--- src/logic/mixed_pair_params.svh ---
// Constants for the two-pair texel decoder: bit positions, alpha values, latency.
// Assumes a 128-bit compressed block with texel selects in the low 64 bits.
// Function
// - Block is two-pair format when its top bit is one.
// - Four 5-bit RGB colours, colour 3 at top, colour 0 ending at bit 64.
// - Texel n uses a 2-bit select at bits 2n+1 down to 2n.
// - Texels 0-15 use colours 0,1; texels 16-31 use colours 2,3.
// - Bit 124 picks the decode variant and feeds no colour channel.
// - Flag clear: all 5:6:5, colour 3 LSB bit 126, colour 1 LSB bit 125.
// - Flag clear: colour 2 LSB is 33 xor 126, colour 0 LSB 1 xor 125.
// - Expand 5-bit by replicating top three bits, 6-bit green by top two.
// - Flag clear low table: c0, (2c0+c1+1)/3, (c0+2c1+1)/3, c1, opaque.
// - Flag clear high table: c2, two thirds mix, one third mix, c3, opaque.
// - Flag set: colours 0,2 are 5:5:5; colours 1,3 5:6:5 with direct LSBs.
// - Flag set low table: c0, average, c1, transparent black.
// - Flag set high table: c2, average, c3, transparent black.
// - Output is 32-bit alpha, red, green, blue, eight bits each.
// - Every colour is opaque except the transparent black entries.
`ifndef MIXED_PAIR_PARAMS_SVH
`define MIXED_PAIR_PARAMS_SVH

`define FMT_MODE_BIT     127
`define C3_GLSB_BIT      126
`define C1_GLSB_BIT      125
`define ALPHA_FLAG_BIT   124
`define C2_GXOR_BIT      33
`define C0_GXOR_BIT      1
`define COL0_LSB         64
`define COL_STRIDE       15
`define BLUE_OFS         0
`define GREEN_OFS        5
`define RED_OFS          10
`define PAIR_SEL_BIT     4
`define SEL_BLACK        2'h3
`define ALPHA_OPAQUE     8'hFF
`define ALPHA_CLEAR      8'h00
`define DECODE_LATENCY   2

`endif

--- src/logic/mixed_pair_pkg.sv ---
// Types shared by the two-pair texel decoder.
// Assumes nothing beyond the constants header.
package mixed_pair_pkg;
    typedef logic [7:0]   chan_t;
    typedef logic [23:0]  rgb_t;
    typedef logic [31:0]  argb_t;
    typedef logic [127:0] block_t;
    typedef logic [4:0]   texel_t;
    typedef logic [1:0]   sel_t;
endpackage : mixed_pair_pkg

--- src/logic/color_unpack.sv ---
// Expands one packed 5:5:5 or 5:6:5 colour to 8 bits per channel.
// Combinational; the caller registers the result.
`timescale 1ns/1ps
module color_unpack
    import mixed_pair_pkg::*;
(
    input  wire logic [4:0]         red5,
    input  wire logic [4:0]         grn5,
    input  wire logic [4:0]         blu5,
    input  wire logic               grn_lsb,
    input  wire logic               wide_green,
    output mixed_pair_pkg::rgb_t    rgb
);
    import mixed_pair_pkg::*;

    chan_t red8;
    chan_t grn8;
    chan_t blu8;

    assign red8 = {red5, red5[4:2]};
    assign blu8 = {blu5, blu5[4:2]};
    assign grn8 = wide_green ? {grn5, grn_lsb, grn5[4:3]} : {grn5, grn5[4:2]};
    assign rgb  = {red8, grn8, blu8};
endmodule : color_unpack

--- src/logic/channel_mix.sv ---
// Per-channel blends of two base values: two rounded thirds and a midpoint.
// Combinational; inputs are 8-bit expanded channels.
`timescale 1ns/1ps
module channel_mix
    import mixed_pair_pkg::*;
(
    input  mixed_pair_pkg::chan_t   chan_a,
    input  mixed_pair_pkg::chan_t   chan_b,
    output mixed_pair_pkg::chan_t   third_a,
    output mixed_pair_pkg::chan_t   third_b,
    output mixed_pair_pkg::chan_t   midpoint
);
    import mixed_pair_pkg::*;

    logic [9:0] sum_a;
    logic [9:0] sum_b;
    logic [8:0] sum_mid;

    assign sum_a   = {1'h0, chan_a, 1'h0} + {2'h0, chan_b} + 10'h001;
    assign sum_b   = {2'h0, chan_a} + {1'h0, chan_b, 1'h0} + 10'h001;
    assign third_a = 8'(sum_a / 10'h003);
    assign third_b = 8'(sum_b / 10'h003);
    assign sum_mid  = {1'h0, chan_a} + {1'h0, chan_b};
    assign midpoint = sum_mid[8:1];
endmodule : channel_mix

--- src/logic/mixed_pair_texel_decoder.sv ---
// Two-pair compressed block decoder: one texel colour per request, two-cycle latency.
// Assumes requests synchronous to core_clk; a new request may come every cycle.
`timescale 1ns/1ps
`include "mixed_pair_params.svh"
module mixed_pair_texel_decoder
    import mixed_pair_pkg::*;
(
    input  wire logic               core_clk,
    input  wire logic               sys_rst,
    input  wire logic               in_valid,
    input  mixed_pair_pkg::block_t  in_block,
    input  mixed_pair_pkg::texel_t  in_texel,
    output logic                    out_valid,
    output mixed_pair_pkg::argb_t   out_argb,
    output logic                    out_fmt_ok
);
    import mixed_pair_pkg::*;

    // Selects the 2-bit index of one texel
    function automatic sel_t texel_sel(input block_t blk, input texel_t n);
        texel_sel = blk[{n, 1'h0} +: 2];
    endfunction : texel_sel

    // Request stage
    logic    vld_r;
    block_t  blk_r;
    texel_t  texel_r;

    always_ff @(posedge core_clk) begin
        if (sys_rst) begin
            vld_r   <= 1'h0;
            blk_r   <= '0;
            texel_r <= '0;
        end else begin
            vld_r <= in_valid;
            if (in_valid) begin
                blk_r   <= in_block;
                texel_r <= in_texel;
            end
        end
    end

    wire  is_two_pair = blk_r[`FMT_MODE_BIT];
    // variant flag, used only as a steering bit
    wire  alpha_flag  = blk_r[`ALPHA_FLAG_BIT];

    logic [3:0] glsb;
    logic [3:0] wide_g;
    assign glsb[3]   = blk_r[`C3_GLSB_BIT];
    assign glsb[1]   = blk_r[`C1_GLSB_BIT];
    assign glsb[2]   = blk_r[`C2_GXOR_BIT] ^ blk_r[`C3_GLSB_BIT];
    assign glsb[0]   = blk_r[`C0_GXOR_BIT] ^ blk_r[`C1_GLSB_BIT];
    assign wide_g[3] = 1'h1;
    assign wide_g[1] = 1'h1;
    assign wide_g[2] = ~alpha_flag;
    assign wide_g[0] = ~alpha_flag;

    rgb_t col [4];
    for (genvar i = 0; i < 4; i++) begin : g_col
        localparam int BASE = `COL0_LSB + `COL_STRIDE * i;
        color_unpack u_unpack (
            .red5       (blk_r[BASE + `RED_OFS +: 5]),
            .grn5       (blk_r[BASE + `GREEN_OFS +: 5]),
            .blu5       (blk_r[BASE + `BLUE_OFS +: 5]),
            .grn_lsb    (glsb[i]),
            .wide_green (wide_g[i]),
            .rgb        (col[i])
        );
    end

    // pick the colour pair by texel half
    wire   upper_half = texel_r[`PAIR_SEL_BIT];
    rgb_t  pair_a;
    rgb_t  pair_b;
    assign pair_a = upper_half ? col[2] : col[0];
    assign pair_b = upper_half ? col[3] : col[1];

    // both halves share one blend path
    rgb_t mix_ta;
    rgb_t mix_tb;
    rgb_t mix_mid;
    for (genvar j = 0; j < 3; j++) begin : g_chan
        channel_mix u_mix (
            .chan_a   (pair_a[8*j +: 8]),
            .chan_b   (pair_b[8*j +: 8]),
            .third_a  (mix_ta[8*j +: 8]),
            .third_b  (mix_tb[8*j +: 8]),
            .midpoint (mix_mid[8*j +: 8])
        );
    end

    sel_t  sel;
    assign sel = texel_sel(blk_r, texel_r);

    rgb_t  rgb_thirds;
    assign rgb_thirds = (sel == 2'h0) ? pair_a :
                        (sel == 2'h1) ? mix_ta :
                        (sel == 2'h2) ? mix_tb : pair_b;

    // midpoint table with black at index 3
    rgb_t  rgb_mid;
    assign rgb_mid = (sel == 2'h0) ? pair_a :
                     (sel == 2'h1) ? mix_mid :
                     (sel == 2'h2) ? pair_b : 24'h000000;

    // only the flagged black entry is transparent
    wire   is_clear = alpha_flag && (sel == `SEL_BLACK);
    chan_t alpha_val;
    assign alpha_val = is_clear ? `ALPHA_CLEAR : `ALPHA_OPAQUE;

    // pack alpha, red, green, blue; other formats give zero
    argb_t argb_nxt;
    assign argb_nxt = is_two_pair ? {alpha_val, alpha_flag ? rgb_mid : rgb_thirds} : 32'h00000000;

    always_ff @(posedge core_clk) begin
        if (sys_rst) begin
            out_valid  <= 1'h0;
            out_argb   <= '0;
            out_fmt_ok <= 1'h0;
        end else begin
            out_valid <= vld_r;
            if (vld_r) begin
                out_argb   <= argb_nxt;
                out_fmt_ok <= is_two_pair;
            end
        end
    end

    // Checks
    // answer two cycles on
    chk_fixed_latency: assert property (
        @(posedge core_clk) disable iff (sys_rst)
        in_valid |-> ##2 out_valid)
        else $error("answer not two cycles after request");

    chk_no_spurious: assert property (
        @(posedge core_clk) disable iff (sys_rst)
        out_valid |-> $past(in_valid, 2))
        else $error("answer without request");

    chk_other_format: assert property (
        @(posedge core_clk) disable iff (sys_rst)
        vld_r && !is_two_pair |=> out_valid && !out_fmt_ok && out_argb == 32'h00000000)
        else $error("non two-pair block not flagged");

    chk_alpha_opaque: assert property (
        @(posedge core_clk) disable iff (sys_rst)
        vld_r && is_two_pair && !is_clear |=> out_argb[31:24] == `ALPHA_OPAQUE)
        else $error("alpha not opaque");

    chk_black_entry: assert property (
        @(posedge core_clk) disable iff (sys_rst)
        vld_r && is_two_pair && alpha_flag && sel == `SEL_BLACK |=> out_argb == 32'h00000000)
        else $error("index 3 not transparent black");

    chk_low_pair_base: assert property (
        @(posedge core_clk) disable iff (sys_rst)
        vld_r && is_two_pair && !upper_half && sel == 2'h0 |=> out_argb[23:0] == $past(col[0]))
        else $error("low texel not from colour 0");

    chk_high_pair_end: assert property (
        @(posedge core_clk) disable iff (sys_rst)
        vld_r && is_two_pair && upper_half && !alpha_flag && sel == 2'h3
        |=> out_argb[23:0] == $past(col[3]))
        else $error("high index 3 not colour 3");

    chk_green_xor: assert property (
        @(posedge core_clk) disable iff (sys_rst)
        vld_r && !alpha_flag
        |-> col[0][10] == (blk_r[`C0_GXOR_BIT] ^ blk_r[`C1_GLSB_BIT])
            && col[2][10] == (blk_r[`C2_GXOR_BIT] ^ blk_r[`C3_GLSB_BIT]))
        else $error("derived green bit wrong");

    chk_plain_555: assert property (
        @(posedge core_clk) disable iff (sys_rst)
        vld_r && alpha_flag |-> col[0][10:8] == col[0][15:13] && col[1][10] == blk_r[`C1_GLSB_BIT])
        else $error("flag-set colour expansion wrong");

    chk_third_round: assert property (
        @(posedge core_clk) disable iff (sys_rst)
        vld_r && is_two_pair && !alpha_flag && sel == 2'h1
        |=> 3 * 32'(out_argb[7:0]) <= 2 * 32'($past(pair_a[7:0])) + 32'($past(pair_b[7:0])) + 1
            && 3 * 32'(out_argb[7:0]) + 3 > 2 * 32'($past(pair_a[7:0])) + 32'($past(pair_b[7:0])) + 1)
        else $error("third mix not rounded");

    chk_midpoint: assert property (
        @(posedge core_clk) disable iff (sys_rst)
        vld_r && is_two_pair && alpha_flag && sel == 2'h1
        |=> 32'(out_argb[15:8]) == (32'($past(pair_a[15:8])) + 32'($past(pair_b[15:8]))) / 2)
        else $error("average entry wrong");

    chk_rst_quiet: assert property (
        @(posedge core_clk)
        sys_rst |=> !out_valid && !out_fmt_ok && out_argb == 32'h00000000)
        else $error("outputs not cleared by reset");

    chk_answer_hold: assert property (
        @(posedge core_clk) disable iff (sys_rst)
        !vld_r |=> $stable(out_argb) && $stable(out_fmt_ok))
        else $error("answer changed without request");

    chk_fmt_flag: assert property (
        @(posedge core_clk) disable iff (sys_rst)
        vld_r |=> out_fmt_ok == $past(is_two_pair))
        else $error("format flag wrong");

    chk_base_fields: assert property (
        @(posedge core_clk) disable iff (sys_rst)
        vld_r |-> col[0][7:3] == blk_r[`COL0_LSB + `BLUE_OFS +: 5]
            && col[3][23:19] == blk_r[`COL0_LSB + 3 * `COL_STRIDE + `RED_OFS +: 5])
        else $error("base colour field misplaced");

    chk_texel_index: assert property (
        @(posedge core_clk) disable iff (sys_rst)
        vld_r && texel_r == 5'h1F |-> sel == blk_r[`COL0_LSB - 1 -: 2])
        else $error("top texel index misplaced");

    chk_high_pair_base: assert property (
        @(posedge core_clk) disable iff (sys_rst)
        vld_r && is_two_pair && upper_half && sel == 2'h0 |=> out_argb[23:0] == $past(col[2]))
        else $error("high texel not from colour 2");

    chk_direct_lsb: assert property (
        @(posedge core_clk) disable iff (sys_rst)
        vld_r |-> col[3][10] == blk_r[`C3_GLSB_BIT] && col[1][10] == blk_r[`C1_GLSB_BIT])
        else $error("direct green bit wrong");

    chk_bit_replicate: assert property (
        @(posedge core_clk) disable iff (sys_rst)
        vld_r |-> col[3][18:16] == col[3][23:21] && col[3][9:8] == col[3][15:14]
            && col[3][2:0] == col[3][7:5])
        else $error("channel replication wrong");

    // low table end is colour 1
    chk_low_pair_end: assert property (
        @(posedge core_clk) disable iff (sys_rst)
        vld_r && is_two_pair && !upper_half && !alpha_flag && sel == 2'h3
        |=> out_argb[23:0] == $past(col[1]))
        else $error("low index 3 not colour 1");

    chk_third_high: assert property (
        @(posedge core_clk) disable iff (sys_rst)
        vld_r && is_two_pair && upper_half && !alpha_flag && sel == 2'h2
        |=> 3 * 32'(out_argb[23:16]) <= 32'($past(col[2][23:16])) + 2 * 32'($past(col[3][23:16])) + 1
            && 3 * 32'(out_argb[23:16]) + 3 > 32'($past(col[2][23:16])) + 2 * 32'($past(col[3][23:16])) + 1)
        else $error("upper two-thirds mix not rounded");

    chk_third_upper: assert property (
        @(posedge core_clk) disable iff (sys_rst)
        vld_r && is_two_pair && upper_half && !alpha_flag && sel == 2'h1
        |=> 3 * 32'(out_argb[15:8]) <= 2 * 32'($past(col[2][15:8])) + 32'($past(col[3][15:8])) + 1
            && 3 * 32'(out_argb[15:8]) + 3 > 2 * 32'($past(col[2][15:8])) + 32'($past(col[3][15:8])) + 1)
        else $error("upper one-third mix not rounded");

    chk_set_second: assert property (
        @(posedge core_clk) disable iff (sys_rst)
        vld_r && is_two_pair && alpha_flag && sel == 2'h2
        |=> out_argb == {`ALPHA_OPAQUE, $past(upper_half ? col[3] : col[1])})
        else $error("flag-set index 2 wrong");

    chk_mid_upper: assert property (
        @(posedge core_clk) disable iff (sys_rst)
        vld_r && is_two_pair && alpha_flag && upper_half && sel == 2'h1
        |=> 2 * 32'(out_argb[23:16]) <= 32'($past(col[2][23:16])) + 32'($past(col[3][23:16]))
            && 2 * 32'(out_argb[23:16]) + 2 > 32'($past(col[2][23:16])) + 32'($past(col[3][23:16])))
        else $error("upper average wrong");

    cov_flag_clear: cover property (
        @(posedge core_clk) disable iff (sys_rst)
        vld_r && is_two_pair && !alpha_flag && sel == 2'h2 ##1 out_valid);

    cov_flag_set_black: cover property (
        @(posedge core_clk) disable iff (sys_rst)
        vld_r && is_clear && upper_half ##1 out_valid);

    cov_back_to_back: cover property (
        @(posedge core_clk) disable iff (sys_rst)
        in_valid [*3] ##2 out_valid [*3]);

    cov_upper_third: cover property (
        @(posedge core_clk) disable iff (sys_rst)
        vld_r && is_two_pair && upper_half && !alpha_flag && sel == 2'h1 ##1 out_valid);

    cov_mid_reset: cover property (
        @(posedge core_clk)
        vld_r ##1 sys_rst);
endmodule : mixed_pair_texel_decoder

--- config.mk ---
export PLATFORM = sky130hd
export DESIGN_NAME = mixed_pair_texel_decoder
export DESIGN_NICKNAME = d
export VERILOG_FILES = /design/src/logic/mixed_pair_pkg.sv /design/src/logic/color_unpack.sv /design/src/logic/channel_mix.sv /design/src/logic/mixed_pair_texel_decoder.sv
export VERILOG_INCLUDE_DIRS = /design/src /design/src/logic
export SDC_FILE = /design/constraint.sdc
export NUM_CORES = 1
export LEC_CHECK = 0
export BUFFER_PORTS_ARGS = -buffer_cell sky130_fd_sc_hd__buf_4
export CAP_MARGIN = 20
export CORE_ASPECT_RATIO = 0.6
export CORE_UTILIZATION = 56
export DETAILED_ROUTE_END_ITERATION = 10
export PLACE_DENSITY = 0.76
export SYNTH_ARGS = -nofsm -noshare
export SYNTH_HDL_FRONTEND = slang
export SYNTH_HIERARCHICAL = 1
export SYNTH_SLANG_ARGS = --single-unit
--- constraint.sdc ---
create_clock -name core_clk -period 6.9 [get_ports core_clk]
set_input_delay 1.38 -clock core_clk [delete_from_list [all_inputs] [get_ports core_clk]]
set_output_delay 1.38 -clock core_clk [all_outputs]
set_load 0.005 [all_outputs]
==> metrics.csv, run 1 <==
stage,metric,value,unit
run_status,status,completed,
sta,slew_headroom,0.235,
placement,dpl_worst_slack,0.223,ns
synth,syn_inst,2075,
synth,synth_edf_count,0,
placement,detailedPlacementHpwl,37800,um
final_layout,multiInputGateArea,11900,um2
critical_path,required,7.28,ns
route,via_per_inst,6.41,
sta,setup_tns,0,ns
synth,synth_cell_types,118,
floorplanning,rows,48,
power_and_ir_drop,p_leak,8.12,nW
floorplanning,start_util,0.577,
clocking,cts_inserted_buffers,17,
sta,hold_viol_final,0,
clocking,insertion_delay,0.44,ns
synth,synth_seq_cells,161,
clocking,cts_buffer_depth,2,
synth,yosysSeqAreaShare,0.192,
synth,ys_top_cells_by_area,"dfxtp_1, mux2i_1, ha_1, nor2_1, buf_4",
final_layout,fin_nets,2304,
final_layout,area_growth,8.06,%
synth,synthFlopType,dfxtp_1,
synth,synth_largest_area_cell,dfxtp_1,
synth,yosysMostFrequentCell,nor2_1,
route,wl_per_cell,20.0,um
synth,netlist_area,16800,um2
synth,synthTopCellsByCount,"nor2_1, mux2i_1, dfxtp_1",
clocking,cts_max_level,4,
grt,grt_pass1_wl,78200,um
sta,tightestPinTransition,1.14,ns
critical_path,crit_fanout,16,
clocking,hold_buffers,0,
final_layout,layout-drive-gt1-share,0.165,
sta,fin_ws,0.437,ns
sta,slew_violations,0,
route,ant_nets,0,
critical_path,crit_path_start_kind,register,
grt,antenna_found_initial,2,
critical_path,endpoint_kind,register,
route,drc,0,
synth,syn_area_per_cell,8.11,um2
sta,rsz0062_at_grt,false,
grt,grt_max_degree,90,
floorplanning,die_w,226,um
route,dr.first_iter.drc_count,1647,
floorplanning,die_area,30800,um2
clocking,path_clk_slew,0.07,ns
power_and_ir_drop,max-vdd-ir-drop,0.000160,V
final_layout,seqCellArea,3230,um2
synth,ys_async_sr_fraction,0,
critical_path,worstPathArrival,6.84,ns
grt,first_global_vias,14591,
floorplanning,die_h,136,um
clocking,clockRootBuffer,clkbuf_16,
route,routed_wl,50100,um
floorplanning,ios,170,
grt,track_usage,0.320,
sta,post-route-period-util,0.937,
placement,portBuffers,169,
clocking,clock-sinks,161,
sta,setup_viol,0,
worst_hold_path,hold_class,register to register,
final_layout,fin_area,18200,um2
placement,gp_congestion,0.978,
final_layout,fillerInstances,2472,
route,drt_pre_antenna_iters,5,
power_and_ir_drop,power_density,224,nW/um2
placement,dpl-instance-area,17500,um2
sta,period_needed,6.46,ns
flow_run,cap_viol_max_count,0,
synth,synth.yosys.warnings,6,
grt,overflow,0,
critical_path,critical_path_class,register to register,
sta,timing.hold.ws,0.472,ns
sta,fmax,155,MHz
floorplanning,core,29100,um2
route,num_vias,16009,
clocking,post-cts-setup-buffers,0,
clocking,cts_tree,done,
sta,fin_worst_skew,0.0133,ns
synth,yosys.area.top_type_share,0.192,
final cells by class:
| class | instances | area share |
|---|---|---|
| multi-input cells | 1588 | 0.656 |
| flip-flops and latches | 161 | 0.178 |
| clock inverters | 12 | 0.00661 |
| well taps | 400 | 0.0275 |
| inverters | 125 | 0.0258 |
| repair buffers | 191 | 0.0815 |
| diodes | 2 | 0.000275 |
| clock buffers | 20 | 0.0246 |
power breakdown:
part | switching (mW) | internal (mW)
registers | 0.0455 | 0.979
logic | 1.26 | 0.852
clock network | 0.413 | 0.515
total | 1.72 | 2.35
cells by family (layout without fill, tap and decap cells):
kind of cell,Yosys count,after routing,share of synthesized area
flip-flops,161,161,0.192
other,1,8,0.000223
AO/OA/AOI/OAI,590,590,0.268
XOR/XNOR,82,82,0.0438
adder cells (fa/ha/maj),85,85,0.0671
AND/OR/NAND/NOR,563,563,0.159
multiplexers,262,262,0.169
buffers and inverters,331,348,0.102
state kept, by name, summed over array words and instances (netlist names):
name        count
blk_r         128
out_fmt_ok      1
vld_r           1
texel_r         5
out_argb       25
out_valid       1
stage by stage:
step | util | instances | total power, mW
final | 0.624 | 2499 | 4.06
after global routing | 0.624 | 2499 | 4.29
after CTS | 0.621 | 2495 | 4.00
after detailed placement | 0.602 | 2463 | 3.08
after global placement | 0.602 | 2463 | 3.03
after floorplan | - | 2080 | 2.66
layout by cell type (no fill, tap or decap), types with 13 or more instances in the layout:
cell type  Yosys  routed
nand2b_1      37      37
o211ai_1      28      28
nand2_1       95      95
a21oi_1       91      91
xor2_1        27      27
nand3_1       33      33
o21a_1        39      39
inv_1        120     120
a32o_1        24      24
dfxtp_1      161     160
xnor2_1       54      54
o21ai_0       71      71
mux2i_1      206     206
a21o_1        32      32
a211oi_1      19      18
buf_4         99     187
a22oi_1       55      55
ha_1          75      75
nor2_1       236     234
clkbuf_16      0      17
nor3_1        55      55
a211o_1       13      13
a31oi_1       13      13
mux2_2        41      41
layer usage:
metal,GRT usage,wire (um)
met5,0,0
met4,0.101,1050
met3,0.0936,5540
met2,0.459,20500
met1,0.456,23000
repair_timing:
action                                  in CTS  in global routing
endpoints found under the setup margin       0                  3
hold endpoints to repair                     0                  0
gates resized for setup                      0                  5
worst max-delay path, cell delays in order (launching register included):
cell and delay (ns):
dfxtp_4 0.50, mux2i_1 0.27, inv_1 0.22, fa_1 0.54, a21o_1 0.20, a21o_1 0.24, a211oi_4 0.34, xnor2_1 0.33
o221a_1 0.27, o211a_2 0.26, a2111oi_0 0.10, a211o_1 0.30, nor2_1 0.32, mux2i_1 0.21, and3_1 0.22, xnor2_1 0.13
ha_1 0.34, nor3_1 0.12, o311ai_0 0.15, o22a_1 0.20, o311a_1 0.15, nand3_1 0.09, a311oi_1 0.38, mux2i_1 0.15
a22oi_1 0.19, a32o_1 0.18
final timing paths:
path / end / startpoint / depth (start not counted) / slack (ns)
setup / recovery: out_argb[0]$_SDFFE_PP0P_ / texel_r[4]$_SDFFE_PP0P_ / 25 / 0.44
hold / removal: out_argb[17]$_SDFFE_PP0P_ / out_argb[17]$_SDFFE_PP0P_ / 1 / 0.47
setup reg to reg: out_argb[0]$_SDFFE_PP0P_ / texel_r[4]$_SDFFE_PP0P_ / 25 / 0.44
hold reg to reg: out_argb[17]$_SDFFE_PP0P_ / out_argb[17]$_SDFFE_PP0P_ / 1 / 0.47
Power figures use the tool's default switching activity.
==> run 2: changes to the inputs <==
ABC_AREA = 1   (was not set)
CORE_UTILIZATION = 55   (was 56)
CTS_CLUSTER_SIZE = 16   (was not set)
==> metrics.csv, run 2 <==
stage,metric,value,unit
run_status,status,completed,
clocking,path_clk_slew,0.08,ns
final_layout,largest_reg_flops,128,
critical_path,crit_path_start_kind,register,
synth,synth_largest_area_cell,dfxtp_1,
critical_path,slowest_stage,dfxtp_2,
synth,yosys.area.top_type_share,0.215,
synth,netlist_area,15000,um2
route,routed_wl,43800,um
final_layout,regMostFlops,blk_r,
route,ant_nets,0,
grt,grt_pass1_wl,70600,um
synth,syn_area_per_cell,6.12,um2
power_and_ir_drop,p_switching,1.89,mW
final_layout,area_growth,8.40,%
synth,synthTopCellsByCount,"nand2_1, inv_1, nand3_1",
critical_path,critical_path_class,register to register,
flow_run,cap_viol_max_count,0,
power_and_ir_drop,p_leak,8.64,nW
sta,tightestPinTransition,1.03,ns
clocking,clockRootBuffer,clkbuf_16,
power_and_ir_drop,p_int,2.22,mW
sta,slew_headroom,0.309,
clocking,cts_max_level,4,
synth,synthFlopType,dfxtp_1,
sta,period_needed,6.19,ns
synth,synth_cell_types,52,
synth,ys_top_cells_by_area,"dfxtp_1, nand2_1, nand3_1, inv_1, a21oi_1",
route,num_vias,15364,
sta,setup_viol,0,
sta,rsz0062_at_grt,false,
synth,yosysSeqAreaShare,0.215,
critical_path,crit_fanout,29,
sta,post-route-period-util,0.897,
clocking,insertion_delay,0.46,ns
route,drt_pre_antenna_iters,6,
synth,synth_edf_count,0,
clocking,cts_inserted_buffers,17,
grt,overflow,0,
grt,grt_max_degree,99,
critical_path,slowest_delay,0.69,ns
power_and_ir_drop,power_density,253,nW/um2
critical_path,required,7.20,ns
sta,slew_violations,0,
clocking,clock-sinks,161,
grt,first_global_vias,13841,
final_layout,mostFrequentLayoutCells,"nand2_1, inv_1, nand3_1, a21oi_1, buf_4",
critical_path,crit_top_cell,nand2_1,
route,drc,0,
clocking,hold_buffers,0,
worst_hold_path,hold_class,register to register,
sta,fmax,162,MHz
critical_path,path_buf_inv,5,
sta,setup_tns,0,ns
power_and_ir_drop,seq_power_share,0.246,
power_and_ir_drop,p_total,4.11,mW
grt,track_usage,0.314,
placement,detailedPlacementHpwl,32400,um
route,wl_per_cell,15.4,um
power_and_ir_drop,p_clk_frac,0.242,
final_layout,layout-drive-gt1-share,0.155,
floorplanning,die_h,130,um
floorplanning,start_util,0.563,
route,via_per_inst,5.41,
synth,synth_seq_cells,161,
clocking,post-cts-setup-buffers,0,
power_and_ir_drop,switching_share,0.460,
floorplanning,die_area,27900,um2
placement,gp_congestion,0.999,
clocking,cts_resized,0,
synth,yosysMostFrequentCell,nand2_1,
floorplanning,rows,46,
floorplanning,die_w,215,um
placement,portBuffers,169,
final_layout,largestRegisters,"blk_r (128), out_argb (25), texel_r (5)",
grt,antenna_found_initial,2,
route,dr.first_iter.drc_count,1402,
sta,fin_worst_skew,0.00870,ns
synth,ys_async_sr_fraction,0,
power_and_ir_drop,max-vdd-ir-drop,0.000156,V
critical_path,critPathTopFamily,simple AND/OR/NAND/NOR gates,
sta,hold_viol_final,0,
critical_path,worstPathArrival,6.49,ns
floorplanning,ios,170,
floorplanning,core,26600,um2
power_and_ir_drop,combPwrFrac,0.512,
clocking,cts_buffer_depth,2,
clocking,cts_tree,done,
synth,synth.yosys.warnings,6,
final_layout,final_common_cell,nand2_1,
synth,syn_inst,2446,
critical_path,endpoint_kind,register,
final_layout,fin_nets,2684,
run 2: changes by cell type after synthesis, moves of 41 or more:
| cell | change |
|---|---|
| nor3_1 | -53 |
| nand2_1 | +701 |
| a21oi_1 | +100 |
| nand2_2 | +52 |
| nand3_1 | +222 |
| a22oi_1 | -53 |
| xnor2_1 | -46 |
| mux2_2 | -41 |
| inv_1 | +154 |
| nor2_1 | -121 |
| mux2i_1 | -182 |
run 2: routing by layer:
layer / GRT usage / wire length [um] / share of wire / up-vias
li1: - / - / - / 7699
met1: 0.459 / 20800 / 0.48 / 6997
met2: 0.467 / 18100 / 0.41 / 618
met3: 0.0688 / 4320 / 0.099 / 50
met4: 0.0722 / 607 / 0.014 / 0
met5: 0 / 0 / 0 / -
run 2: power groups by stage:
stage	sequential (mW)	combinational [mW]	clock (mW)
2_1_floorplan	1.02	1.67	0
3_3_place_gp	1.03	1.99	0
3_5_place_dp	1.03	2.05	0
4_1_cts	1.01	2.06	1.01
5_1_grt	1.02	2.35	1.04
6_report	1.01	2.11	0.994
run 2: final cells by class:
type	instances	area [um2]
flip-flops and latches	161	3220
diodes	2	5.00
fillers	2548	10400
clock inverters	14	181
clock buffers	17	425
inverters	296	1120
repair buffers	179	1360
well taps	360	450
multi-input cells	1809	9480
run 2: worst paths after layout:
kind              depth (start not counted)                    start                       end  slack (ns)
setup / recovery                         38  texel_r[4]$_SDFFE_PP0P_  out_argb[8]$_SDFFE_PP0P_        0.71
hold / removal                            2  blk_r[109]$_SDFFE_PP0P_   blk_r[109]$_SDFFE_PP0P_        0.46
setup reg to reg                         38  texel_r[4]$_SDFFE_PP0P_  out_argb[8]$_SDFFE_PP0P_        0.71
hold reg to reg                           2  blk_r[109]$_SDFFE_PP0P_   blk_r[109]$_SDFFE_PP0P_        0.46
run 2: cells by family after synthesis:
kind of cell	share of synthesized area
AOI/OAI and AO/OA	0.123
xor gates and xnor gates	0.0286
adders and majority gates	0.0747
buffers and inverters	0.154
DFF	0.215
muxes	0.0160
other	0.000250
and+or+nand+nor	0.388
run 2: per-stage QoR:
stage | cells | utilization | cell area, um2 | hold slack [ns] | setup slack (ns)
floorplan | 2453 | - | 15000 | 0.441 | 2.14
global placement | 2804 | 0.587 | 15600 | 0.448 | 1.14
detailed placement | 2804 | 0.587 | 15600 | 0.449 | 0.961
CTS | 2835 | 0.610 | 16200 | 0.459 | 0.874
global route | 2838 | 0.611 | 16200 | 0.478 | 0.180
finish | 2838 | 0.611 | 16200 | 0.459 | 0.708
run 2: worst register-to-register path, delay by kind of cell (launching register included):
family                     cells  cell delay (ns)
buffers and inverters          5             0.95
and+or+nand+nor               23             2.62
DFF                            1             0.69
adders and majority gates      2             0.62
AOI/OAI and AO/OA              8             1.17
==> run 3: changes to the inputs <==
CELL_PAD_IN_SITES_DETAIL_PLACEMENT = 0   (was not set)
CELL_PAD_IN_SITES_GLOBAL_PLACEMENT = 1   (was not set)
CORE_UTILIZATION = 38   (was 55)
PLACE_DENSITY = 0.75   (was 0.76)
clock period = 5 ns   (was 6.9 ns; I/O delays follow)
==> metrics.csv, run 3 (same netlist as run 2, synthesis figures left out) <==
stage,metric,value,unit
clocking,path_clk_slew,0.08,ns
sta,hold_viol_final,0,
power_and_ir_drop,max-vdd-ir-drop,0.000223,V
power_and_ir_drop,seq_power_share,0.200,
final_layout,layout-drive-gt1-share,0.341,
floorplanning,ios,170,
critical_path,crit_fanout,6,
sta,setup_tns,-0.0273,ns
sta,rsz0062_at_grt,true,
worst_hold_path,hp-start,blk_r[65]$_SDFFE_PP0P_,
power_and_ir_drop,combPwrFrac,0.596,
critical_path,critPathTopFamily,simple AND/OR/NAND/NOR gates,
clocking,hold_buffers,0,
sta,slew_headroom,0.357,
grt,grt_pass1_wl,77600,um
final_layout,post-route-util,0.517,
floorplanning,rows,55,
sta,fin_worst_skew,0.0214,ns
sta,post-route-period-util,1.01,
critical_path,required,5.34,ns
sta,slew_violations,0,
power_and_ir_drop,switching_share,0.457,
grt,antenna_found_initial,0,
worst_hold_path,hold-path-endpoint,blk_r[65]$_SDFFE_PP0P_,
sta,setup_viol,1,
floorplanning,die_w,258,um
clocking,cts_inserted_buffers,17,
power_and_ir_drop,p_clk_frac,0.204,
final_layout,fillerInstances,3931,
route,ant_nets,0,
worst_hold_path,hold_depth,2,
grt,grt_max_degree,87,
route,num_vias,16030,
final_layout,regMostFlops,blk_r,
final_layout,antenna_cells,0,
clocking,cts_buffer_depth,2,
route,drt_pre_antenna_iters,5,
final_layout,seqCellArea,3230,um2
critical_path,r2r-start,texel_r[4]$_SDFFE_PP0P_,
route,wl_per_cell,16.3,um
final_layout,fin_nets,2886,
power_and_ir_drop,p_leak,9.81,nW
sta,period_needed,5.03,ns
final_layout,area_growth,32.2,%
floorplanning,core,38300,um2
final_layout,largestRegisters,"blk_r (128), out_argb (25), texel_r (5)",
critical_path,critical_path_class,register to register,
critical_path,reg2regPathDepth,42,
critical_path,worstPathArrival,5.36,ns
flow_run,cap_viol_max_count,0,
critical_path,rrSetupSlack,-0.03,ns
floorplanning,die_h,156,um
critical_path,crit_top_cell,nand2_2,
final_layout,largest_reg_flops,128,
clocking,clock-sinks,161,
sta,timing.hold.ws,0.464,ns
floorplanning,start_util,0.391,
route,via_per_inst,5.02,
critical_path,slowest_delay,0.44,ns
route,dr.first_iter.drc_count,1185,
power_and_ir_drop,p_switching,3.17,mW
sta,tightestPinTransition,0.963,ns
final_layout,final_common_cell,nand2_1,
route,wl_met2,23000,um
worst_hold_path,hold_class,register to register,
power_and_ir_drop,power_density,351,nW/um2
route,route.top_layer_used,met4,
clocking,insertion_delay,0.47,ns
route,routed_wl,52100,um
run_status,violations,negative setup slack,
critical_path,crit_path_start_kind,register,
critical_path,slowest_stage,dfxtp_4,
clocking,clockRootBuffer,clkbuf_16,
grt,overflow,0,
route,wl_met3,2350,um
route,wl_met1,26200,um
grt,first_global_vias,14421,
run_status,status,finished with violations,
placement,gp_congestion,0.891,
placement,detailedPlacementHpwl,37500,um
power_and_ir_drop,p_total,6.94,mW
floorplanning,die_area,40200,um2
placement,portBuffers,169,
sta,fin_ws,-0.0273,ns
final_layout,multiInputGateArea,11100,um2
clocking,cts_max_level,4,
sta,fmax,199,MHz
final_layout,mostFrequentLayoutCells,"nand2_1, buf_4, nand3_1, inv_1, a21oi_1",
route,drc,0,
critical_path,r2r-end,out_argb[0]$_SDFFE_PP0P_,
clocking,cts_tree,done,
grt,track_usage,0.243,
power_and_ir_drop,p_int,3.77,mW
critical_path,path_buf_inv,7,
critical_path,endpoint_kind,register,
==> run 3: how the worst max path moves through the flow <==
stage | from | to | depth (start not counted)
floorplan | texel_r[4]$_SDFFE_PP0P_ | out_argb[8]$_SDFFE_PP0P_ | 40
global placement | texel_r[4]$_SDFFE_PP0P_ | out_argb[16]$_SDFFE_PP0P_ | 38
detailed placement | texel_r[4]$_SDFFE_PP0P_ | out_argb[16]$_SDFFE_PP0P_ | 42
CTS | texel_r[4]$_SDFFE_PP0P_ | out_argb[16]$_SDFFE_PP0P_ | 41
global route | texel_r[4]$_SDFFE_PP0P_ | out_argb[8]$_SDFFE_PP0P_ | 38
finish | texel_r[4]$_SDFFE_PP0P_ | out_argb[0]$_SDFFE_PP0P_ | 42
==> run 3: cell type report <==
class,instances,share of cell area
clock buffer,17,0.0215
clock inverter,15,0.0109
inverter,296,0.0583
multi-input combinational,1809,0.561
sequential,161,0.163
tap,513,0.0324
timing repair buffer,381,0.153
==> run 3: metal layers <==
metal  GRT usage  vias up
met2       0.367      368
met4      0.0437        0
met3      0.0317       49
met5           0        -
li1            -     8131
met1       0.368     7482
==> run 3: worst register-to-register path, delay by kind of cell (launching register included) <==
family	cells	cell delay [ns]
AOI/OAI and AO/OA	5	0.60
and+or+nand+nor	28	2.59
buffers and inverters	7	0.71
adders and majority gates	2	0.56
DFF	1	0.44
==> run 3: what timing repair did <==
action / in CTS / in global routing
endpoints found under the setup margin: 3 / 6
buffers inserted: 6 / 64
gates cloned: 0 / 4
gates resized for setup: 38 / 409
pin swaps: 3 / 191
==> run 3: through the flow <==
step | area (um2) | cells | setup slack (ns)
floorplan | 15000 | 2453 | 0.237
global placement | 16800 | 3086 | -0.167
detailed placement | 16800 | 3086 | -0.192
CTS | 17600 | 3124 | 0.0120
global route | 19800 | 3192 | -0.273
finish | 19800 | 3192 | -0.0273
==> run 3: power by group through the flow <==
stage | registers (mW) | logic (mW) | clock network, mW
6_report | 1.39 | 4.13 | 1.42
5_1_grt | 1.40 | 4.55 | 1.51
4_1_cts | 1.39 | 3.33 | 1.44
3_5_place_dp | 1.42 | 3.27 | 0
3_3_place_gp | 1.41 | 3.23 | 0
2_1_floorplan | 1.40 | 2.30 | 0
